--- src/pkg/uv_seq_pkg.sv ---
// constants for the input under-voltage fault and turn-on sequencer
`default_nettype none
package uv_seq_pkg;
   // command codes
   localparam logic [7:0] CMD_UV_LIMIT = 8'h59;
   localparam logic [7:0] CMD_UV_RESP = 8'h5A;
   localparam logic [7:0] CMD_PG_ON = 8'h5E;
   localparam logic [7:0] CMD_TURN_ON_DELAY_TIME = 8'h60;
   localparam logic [7:0] CMD_TURN_ON_RISE_TIME = 8'h61;
   localparam logic [7:0] CMD_BRIEF_STATUS = 8'h78;
   // response byte fields
   localparam int RESP_MODE_HI = 7;
   localparam int RESP_MODE_LO = 6;
   localparam int RESP_RETRY_HI = 5;
   localparam int RESP_RETRY_LO = 3;
   localparam int RESP_TIME_HI = 2;
   localparam int RESP_TIME_LO = 0;
   localparam logic [1:0] MODE_DISABLE_RETRY = 2'h2;
   localparam logic [2:0] RETRY_NONE = 3'h0;
   localparam logic [2:0] RETRY_FOREVER = 3'h7;
   localparam int STATUS_UV_BIT = 3;
   localparam int STATUS_OFF_BIT = 6;
   // reset values
   localparam logic [15:0] UV_LIMIT_RST = 16'h0000;
   localparam logic [7:0] UV_RESP_RST = 8'h80;
   localparam logic [15:0] PG_ON_RST = 16'h0000;
   localparam logic [15:0] TURN_ON_DELAY_TIME_RST = 16'h001E;
   localparam logic [15:0] TURN_ON_RISE_TIME_RST = 16'h000A;
   // timing
   localparam int CLK_HZ = 40000000;
   localparam int RETRY_STEP_MS = 35;
   localparam int CYC_PER_MS = CLK_HZ / 1000;
   localparam int TURN_ON_DELAY_TIME_MIN_MS = 3;
   localparam int TURN_ON_DELAY_TIME_MAX_MS = 250;
   localparam int TURN_ON_RISE_TIME_MAX_MS = 100;
   typedef enum logic [2:0] {
      ST_OFF = 3'b000,
      ST_DELAY = 3'b001,
      ST_RISE = 3'b011,
      ST_ON = 3'b010,
      ST_FAULT = 3'b110,
      ST_WAIT = 3'b111
   } seq_state_t;
endpackage
`default_nettype wire

--- src/hw/uv_turn_on_sequencer.sv ---
// input under-voltage fault response and turn-on sequencer
// ************************************************************
// ************************************************************
`timescale 1ns/1ps
`default_nettype none
module uv_turn_on_sequencer
(
   // clock and reset
   input wire logic sys_clk,
   input wire logic rst,
   // management bus command port
   input wire logic cmdWrite,
   input wire logic cmdRead,
   input wire logic [7:0] cmdCode,
   input wire logic [15:0] cmdWrData,
   input wire logic clearFaults,
   output logic [15:0] cmdRdData,
   output logic cmdRdValid,
   output logic cmdUnsupported,
   // measurements and controls
   input wire logic [15:0] inputVoltage,
   input wire logic [15:0] outputVoltage,
   input wire logic outputEnable,
   input wire logic otherFault,
   // regulator controls and indications
   output logic outputOn,
   output logic rampActive,
   output logic [15:0] rampTargetMs,
   output logic alert_line_n,
   output logic output_good_flag,
   output logic [7:0] briefStatus
);
   import uv_seq_pkg::*;

   logic [15:0] uvLimit_q;
   logic [7:0] uvResp_q;
   logic [15:0] pgOn_q;
   logic [15:0] tonDelay_q;
   logic [15:0] tonRise_q;
   logic uvFlag_q;
   logic alert_q;
   seq_state_t state_q;
   logic [15:0] msCnt_q;
   logic [15:0] cycCnt_q;
   logic [2:0] retriesLeft_q;
   logic msTick;
   logic uvNow;

   function automatic logic [15:0] retry_wait_ms(input logic [2:0] t);
      retry_wait_ms = 16'((32'(t) + 32'd1) * RETRY_STEP_MS);
   endfunction

   // ************************************************************
   // registers on the management bus
   // ************************************************************
   always_ff @(posedge sys_clk)
   begin
      if (rst)
      begin
         uvLimit_q <= UV_LIMIT_RST;
         uvResp_q <= UV_RESP_RST;
         pgOn_q <= PG_ON_RST;
         tonDelay_q <= TURN_ON_DELAY_TIME_RST;
         tonRise_q <= TURN_ON_RISE_TIME_RST;
      end
      else if (cmdWrite)
      begin
         case (cmdCode)
            CMD_UV_LIMIT: uvLimit_q <= cmdWrData;
            CMD_UV_RESP: uvResp_q <= cmdWrData[7:0];
            CMD_PG_ON: pgOn_q <= cmdWrData;
            CMD_TURN_ON_DELAY_TIME: tonDelay_q <= cmdWrData;
            CMD_TURN_ON_RISE_TIME: tonRise_q <= cmdWrData;
            default: ;
         endcase
      end
   end

   always_ff @(posedge sys_clk)
   begin
      if (rst)
      begin
         cmdRdData <= 16'h0000;
         cmdRdValid <= 1'b0;
         cmdUnsupported <= 1'b0;
      end
      else
      begin
         cmdRdValid <= cmdRead;
         cmdUnsupported <= 1'b0;
         if (cmdRead)
         begin
            case (cmdCode)
               CMD_UV_LIMIT: cmdRdData <= uvLimit_q;
               CMD_UV_RESP: cmdRdData <= {8'h00, uvResp_q};
               CMD_PG_ON: cmdRdData <= pgOn_q;
               CMD_TURN_ON_DELAY_TIME: cmdRdData <= tonDelay_q;
               CMD_TURN_ON_RISE_TIME: cmdRdData <= tonRise_q;
               CMD_BRIEF_STATUS: cmdRdData <= {8'h00, briefStatus};
               default:
               begin
                  cmdRdData <= 16'h0000;
                  cmdUnsupported <= 1'b1;
               end
            endcase
         end
         else if (cmdWrite)
         begin
            case (cmdCode)
               CMD_UV_LIMIT, CMD_UV_RESP, CMD_PG_ON, CMD_TURN_ON_DELAY_TIME, CMD_TURN_ON_RISE_TIME: ;
               default: cmdUnsupported <= 1'b1;
            endcase
         end
      end
   end

   // ************************************************************
   // fault detection and status
   // ************************************************************
   // plain unsigned compare; both sides share one scaling
   assign uvNow = inputVoltage < uvLimit_q;

   // set wins over a clear in the same cycle
   always_ff @(posedge sys_clk)
   begin
      if (rst)
      begin
         uvFlag_q <= 1'b0;
         alert_q <= 1'b0;
      end
      else if (uvNow)
      begin
         uvFlag_q <= 1'b1;
         alert_q <= 1'b1;
      end
      else if (clearFaults)
      begin
         uvFlag_q <= 1'b0;
         alert_q <= 1'b0;
      end
   end

   always_comb
   begin
      briefStatus = 8'h00;
      briefStatus[STATUS_UV_BIT] = uvFlag_q;
      briefStatus[STATUS_OFF_BIT] = (state_q == ST_OFF) && !outputEnable;
   end
   assign alert_line_n = !alert_q;

   // ************************************************************
   // millisecond time base
   // ************************************************************
   // free-running, so the first ms of a phase may run short by under 1 ms
   always_ff @(posedge sys_clk)
   begin
      if (rst)
         cycCnt_q <= 16'h0000;
      else if (msTick)
         cycCnt_q <= 16'h0000;
      else
         cycCnt_q <= cycCnt_q + 16'h0001;
   end
   assign msTick = cycCnt_q == 16'(CYC_PER_MS - 1);

   // ************************************************************
   // turn-on and retry sequencer
   // ************************************************************
   always_ff @(posedge sys_clk)
   begin
      if (rst)
      begin
         state_q <= ST_OFF;
         msCnt_q <= 16'h0000;
         retriesLeft_q <= 3'h0;
      end
      else if (!outputEnable || otherFault)
      begin
         // disable or another fault ends any retrying
         state_q <= ST_OFF;
         msCnt_q <= 16'h0000;
      end
      else
      begin
         case (state_q)
            ST_OFF:
            begin
               // turn-on delay is used as written, with no clamp to the 3 to 250 ms range
               if (!uvNow)
               begin
                  state_q <= ST_DELAY;
                  msCnt_q <= 16'h0000;
                  retriesLeft_q <= uvResp_q[RESP_RETRY_HI:RESP_RETRY_LO];
               end
            end
            ST_DELAY, ST_RISE, ST_ON:
            begin
               if (uvNow && uvResp_q[RESP_MODE_HI:RESP_MODE_LO] == MODE_DISABLE_RETRY)
               begin
                  state_q <= ST_FAULT;
                  msCnt_q <= 16'h0000;
               end
               else if (state_q == ST_DELAY && msCnt_q >= tonDelay_q)
               begin
                  state_q <= ST_RISE;
                  msCnt_q <= 16'h0000;
               end
               else if (state_q == ST_RISE && msCnt_q >= tonRise_q)
               begin
                  state_q <= ST_ON;
               end
               else if (msTick && state_q != ST_ON)
                  msCnt_q <= msCnt_q + 16'h0001;
            end
            ST_FAULT:
            begin
               // zero count holds off until the fault flag clears; a spent count holds off until enable cycles
               if (uvResp_q[RESP_RETRY_HI:RESP_RETRY_LO] == RETRY_NONE)
               begin
                  if (!uvFlag_q)
                     state_q <= ST_OFF;
               end
               // endless retry follows the live field, even if the count was loaded under another setting
               else if (retriesLeft_q != 3'h0 || uvResp_q[RESP_RETRY_HI:RESP_RETRY_LO] == RETRY_FOREVER)
               begin
                  state_q <= ST_WAIT;
                  msCnt_q <= 16'h0000;
               end
            end
            ST_WAIT:
            begin
               if (msCnt_q >= retry_wait_ms(uvResp_q[RESP_TIME_HI:RESP_TIME_LO]))
               begin
                  if (uvResp_q[RESP_RETRY_HI:RESP_RETRY_LO] != RETRY_FOREVER)
                     retriesLeft_q <= retriesLeft_q - 3'h1;
                  if (!uvNow)
                  begin
                     state_q <= ST_DELAY;
                     msCnt_q <= 16'h0000;
                  end
                  else
                     state_q <= ST_FAULT;
               end
               else if (msTick)
                  msCnt_q <= msCnt_q + 16'h0001;
            end
            default: state_q <= ST_OFF;
         endcase
      end
   end

   // ************************************************************
   // outputs to the power stage
   // ************************************************************
   always_ff @(posedge sys_clk)
   begin
      if (rst)
      begin
         outputOn <= 1'b0;
         rampActive <= 1'b0;
         rampTargetMs <= 16'h0000;
         output_good_flag <= 1'b0;
      end
      else
      begin
         outputOn <= state_q == ST_RISE || state_q == ST_ON;
         rampActive <= state_q == ST_RISE;
         rampTargetMs <= tonRise_q;
         output_good_flag <= (state_q == ST_RISE || state_q == ST_ON) && outputVoltage >= pgOn_q;
      end
   end
endmodule
`default_nettype wire

--- config.mk ---
export PLATFORM = sky130hd
export DESIGN_NAME = uv_turn_on_sequencer
export DESIGN_NICKNAME = d
export VERILOG_FILES = /design/src/pkg/uv_seq_pkg.sv /design/src/hw/uv_turn_on_sequencer.sv
export SDC_FILE = /design/constraint.sdc
export NUM_CORES = 1
export LEC_CHECK = 0
export BUFFER_PORTS_ARGS = -buffer_cell sky130_fd_sc_hd__buf_2
export CAP_MARGIN = 20
export CORE_ASPECT_RATIO = 1.4
export CORE_MARGIN = 10
export CORE_UTILIZATION = 58
export CTS_CLUSTER_SIZE = 28
export DETAILED_ROUTE_END_ITERATION = 8
export PLACE_DENSITY = 0.8
export SLEW_MARGIN = 10
export SYNTH_ARGS = -nofsm -noshare
export SYNTH_HDL_FRONTEND = slang
export SYNTH_SLANG_ARGS = --single-unit
--- constraint.sdc ---
create_clock -name sys_clk -period 5.8 [get_ports sys_clk]
set_clock_uncertainty 0.2 [all_clocks]
set_input_delay 0.29 -clock sys_clk [delete_from_list [all_inputs] [get_ports sys_clk]]
set_output_delay 0.29 -clock sys_clk [all_outputs]
set_load 0.01 [all_outputs]
**After elaboration in Yosys (flattened, before gate mapping)**

Index checks and enable logic that the tools add are counted.

- Memories kept: 0
- Register bits after elaboration: 148
- Input port bits: 63
- Latch bits: 0
- Bits in writable memories: 0
- Bits in read-only memories: 0
- Output and inout bits: 46

- Add/subtract/negate cells: 4
- Reduce and logical (&&, ||, !) cells: 30
- $mul: 1
- Bitwise operators: 1
- Divide/modulo/power cells: 0
- Shift-type cells: 0
- Mux-type cells: 31
- Equality and inequality tests: 27
- Order comparisons: 5

Operators by type and width:

| kind | number |
|---|---|
| two-way mux 16 bit | 9 |
| case mux 16 bit (6 select lines) | 1 |
| case mux 16 bit (4 select lines) | 1 |
| equality test 8 x 7 -> 1 bit (second input constant) | 6 |
| greater-or-equal comparator 16 bit | 3 |
| two-way mux 3 bit | 12 |
| adder 16 x 1 -> 16 bit (second input constant) | 2 |
| equality test 16 bit (second input constant) | 1 |
| greater-or-equal comparator 16 x 10 -> 1 bit | 1 |
| < comparator 16 bit | 1 |
| != test 3 bit (second input constant) | 4 |
| != test 4 bit (second input constant) | 3 |
| case mux 3 bit (4 select lines) | 1 |
| multiplier 4 x 6 -> 10 bit (second input constant) | 1 |
| != test 2 bit (second input constant) | 5 |
| AND reduction 2 bit | 5 |
| AND reduction 5 bit | 2 |
| equality test 3 bit (second input constant) | 3 |
| equality test 3 x 2 -> 1 bit (second input constant) | 2 |
| logical AND 1 bit | 6 |
| logical NOT 3 bit | 2 |
| two-way mux 1 bit | 6 |
| case mux 3 bit (2 select lines) | 1 |
| AND reduction 6 bit | 1 |
| 15 further kinds | 20 |

**Depth between registers and ports, before layout**

- Depth after elaboration: 7
- Depth in mapped cells: 19
- Depth with buffers taken out: 18

**Worst setup path after synthesis**

Ideal clock, no wire load.

- Path kind: reg2reg
- Start: register uvResp_q[0]
- End: register msCnt_q[13]
- Period minus slack after synthesis: 4185 ps
- Data arrival time: 3865 ps
- Library setup time: 120 ps
- Buffers on the path: 1
- Data required time: 5480 ps
- Path slack: 1615 ps
- Cell stages (with the launch flop): 20
- Cell sequence: dfxtp_1 ha_1 xnor2_1 inv_1 ha_1 ha_1 ha_1 a21o_1 a32oi_1 xnor2_1 ha_1 a21oi_1 o21ai_0 a211oi_1 or2_2 nor2_1 o21ai_0 a21oi_4 buf_6 a211o_1

- Word-level cells in the longest chain between the ends: 5

Ends and longest elaborated chain:

| what | line | RTL |
|---|---|---|
| from (decl) | uv_turn_on_sequencer.sv:36 | `logic [7:0] uvResp_q;` |
| from (signal assigned) | uv_turn_on_sequencer.sv:70 | `CMD_UV_RESP: uvResp_q <= cmdWrData[7:0];` |
| adder 3 x 1 -> 4 bit * | uv_turn_on_sequencer.sv:50 | `retry_wait_ms = 16'((32'(t) + 32'd1) * RETRY_STEP_MS);` |
| multiplier 4 x 6 -> 10 bit * | uv_turn_on_sequencer.sv:50 |  |
| greater-or-equal comparator 16 x 10 -> 1 bit * | uv_turn_on_sequencer.sv:232 | `if (msCnt_q >= retry_wait_ms(uvResp_q[RESP_TIME_HI:RESP_TIME_LO]))` |
| != test 3 bit (no source line) or two-way mux 16 bit (tied branches) | -- |  |
| AND reduction 6 bit (no source line) or case mux 16 bit (4 select lines) (tied branches) | -- |  |
| to (signal assigned) | uv_turn_on_sequencer.sv:213 | `msCnt_q <= msCnt_q + 16'h0001;` |
| to (signal assigned) | uv_turn_on_sequencer.sv:245 | `msCnt_q <= msCnt_q + 16'h0001;` |
| to (decl) | uv_turn_on_sequencer.sv:43 | `logic [15:0] msCnt_q;` |

Mark *: on every way between the ends. The rest lies on a longest branch, timed or not.
A chain may end at the register's enable or synchronous reset.

**Worst setup path in the final report**

Same ends and word-level chain as after synthesis.

==> out/metrics.cfg <==
[run_status]
status=completed

[sta]
period_needed_ns=4.62
finalHoldViolCount=0
rsz0062_at_grt=no
finalCritPeriodShare_pct=79.6
tns_ns=0
setup_slack_ns=1.18
tightest_slew_ns=1.09
final_max_slew_viol_count=0
setup-violations-final=0
clock.fmax_mhz=217
whs_ns=0.0163
relSlewSlack_pct=27.3

[detailed_routing]
top_layer=met4
wl_met1_um=8820
drt_iter0_markers=512
wl_met2_um=11700
num_vias=7724
firstDrtPassIters=5
vias_per_cell=5.85
wl_per_cell_um=17.4
drcViolationCount=0
drt_wl_total_um=23000
ant_nets=0
dr_wl_met3_um=1440

[placement]
dpl.cell_count=1269
placed_cell_area_mm2=0.00882
port-buffer-count=102
dp_slack_ns=1.26
hpwlAfterDp_um=16900
place.gp.congestion=0.935

[synthesis]
netlist-cell-type-count=56
synth.most_common_cell=nand2_1
synthFlopType=dfxtp_1
synthCells=1027
ys.warnings.count=0
synth_area_leaders=dfxtp_1, ha_1, nand2_1
async_flop_share_pct=0
syn_area_mm2=0.00827
synth_seq_cells=148
synthTopCellsByCount=nand2_1, dfxtp_1, nor2_1
synth_top_area_share_pct=35.8
ys_seq_area_share_pct=35.8
synth_top_area_cell=dfxtp_1
avgSynthCellArea_um2=8.05
synth_edf_count=0

[cts]
cts-hold-fix-buffers=18
cts_setup_buffers=0
cts_buffers=17
clock_sinks=148
insertion_delay_ns=0.43
cts.repair.resized=0
clock-root-buffer=clkbuf_16
h-tree-depth=4
cts_tree=yes
clkSlewWorstSetupHoldPaths_ns=0.06
max-clock-path-buffers=2

[grt]
grt_max_degree=102
antenna_found_initial=0
grt-ovfl-total=0
grt_pass1_wl_um=37200
grt_usage_pct=23.3
grt_pass1_vias=7496

[floorplanning]
row_count=51
die_w_um=121
die_area_mm2=0.0195
fp.dieH_um=161
initial_core_util_pct=59.2
coreArea_mm2=0.0140
ioPinCount=109

[pwr]
p_per_area_mw_per_mm2=235
peakVddDrop_v=0.000155
total_power_mw=2.25
p_leak_nw=3.99

[setup_path]
worstSetupPathType=flip-flop to flip-flop
crit_chain=ha_1 -> xnor2_1 -> inv_1 -> ha_1 -> ha_1 -> ha_1 -> a21o_1 -> a32oi_1 -> xnor2_1 -> ha_1 -> a21oi_1 -> o21ai_0 -> a211oi_1 -> or2_2 -> nor2_1 -> o21ai_0 -> a21oi_4 -> a211o_1
cp_num_buf_inv=1
cp-end-kind=flip-flop
slowest_stage=dfxtp_1
slowest_delay_ns=0.39
cp.required_ns=5.91
r2r_setup_slack_ns=1.18
cp_max_fo=15
crit_path_start_kind=flip-flop
cp_common_cell=ha_1
crit_family=compound AO/OA/AOI/OAI gates
cp.arrival_ns=4.73

[layout]
antenna_cells=0
num-nets-final=1273
drive_above_1_share_pct=13.4
fin_util_pct=68.6
layout.cells.non_filler=1320
syn_to_final_growth_pct=15.9
stdcell_area_mm2=0.00959

[worst_hold_path]
hold_path_class=input port to flip-flop

[flow_run]
cap_viol_max_count=0

[layer usage]
metal	GRT usage [%]	vias up
met1	25.1	3608
met5	0	-
li1	-	3726
met2	41.3	310
met3	4.82	80
met4	12.5	0
[state kept, by name, indices dropped and copies added (netlist names), 3 cells and up]
register       count
cycCnt_q          16
state_q            3
uvResp_q           8
tonDelay_q        16
pgOn_q            16
cmdRdData         16
tonRise_q         16
retriesLeft_q      3
rampTargetMs      16
uvLimit_q         16
msCnt_q           16
[power breakdown]
part | leakage [nW] | internal, mW | total [mW] | switching, mW
Combinational | 2.52 | 0.0553 | 0.137 | 0.0816
Sequential | 1.19 | 1.02 | 1.03 | 0.00574
Clock | 0.282 | 0.614 | 1.09 | 0.473
Total | 3.99 | 1.69 | 2.25 | 0.560
[worst reg2reg max path: stages, from the launching register on]
cell and delay, ns:
dfxtp_1 0.39, ha_1 0.25, xnor2_1 0.35, inv_1 0.15
ha_1 0.30, ha_1 0.20, ha_1 0.17, a21o_1 0.16
a32oi_1 0.24, xnor2_1 0.17, ha_1 0.27, a21oi_1 0.13
o21ai_0 0.08, a211oi_1 0.27, or2_2 0.21, nor2_1 0.05
o21ai_0 0.38, a21oi_4 0.21, a211o_1 0.33
[cell type report]
class	count	area, um^2
clock inverters	14	143
inverters	79	297
flip-flops and latches	148	2960
fillers	1143	4390
well taps	185	231
clock buffers	18	439
repair buffers	124	723
multi-input cells	752	4790
[layout by cell type (no fill, tap or decap), types with 11 or more instances in the layout]
master	Yosys	final
nor3_1	15	15
a211o_1	13	13
dlygate4sd3_1	0	18
a22oi_1	14	14
nand2_1	161	161
mux2i_1	29	29
nor2_1	112	112
inv_1	79	79
nand3_1	18	18
a221o_1	13	13
dfxtp_1	148	148
clkbuf_16	0	17
a21o_1	11	11
a21oi_1	97	97
o21ai_0	29	29
nor3b_1	11	11
ha_1	88	88
buf_2	0	101
and3_1	13	13
[path summary, 6_finish.rpt]
kind | startpoint | end | cells past startpoint
min reg2reg | uvLimit_q[4] | uvLimit_q[4] | 2
max reg2reg | uvResp_q[0] | msCnt_q[13] | 18
max | uvResp_q[0] | msCnt_q[13] | 18
min | cmdWrData[6] | tonRise_q[6] | 3
[kinds of logic after synthesis]
family	count (synthesis)	synth area share, %
AOI/OAI and AO/OA	228	18.2
adders and majority gates	88	13.3
and+or+nand+nor	381	20.5
DFF	148	35.8
other	1	0.0453
buffers and inverters	132	6.49
muxes	29	3.51
xor gates and xnor gates	20	2.12
No activity file was read; power rests on OpenSTA's default activity.
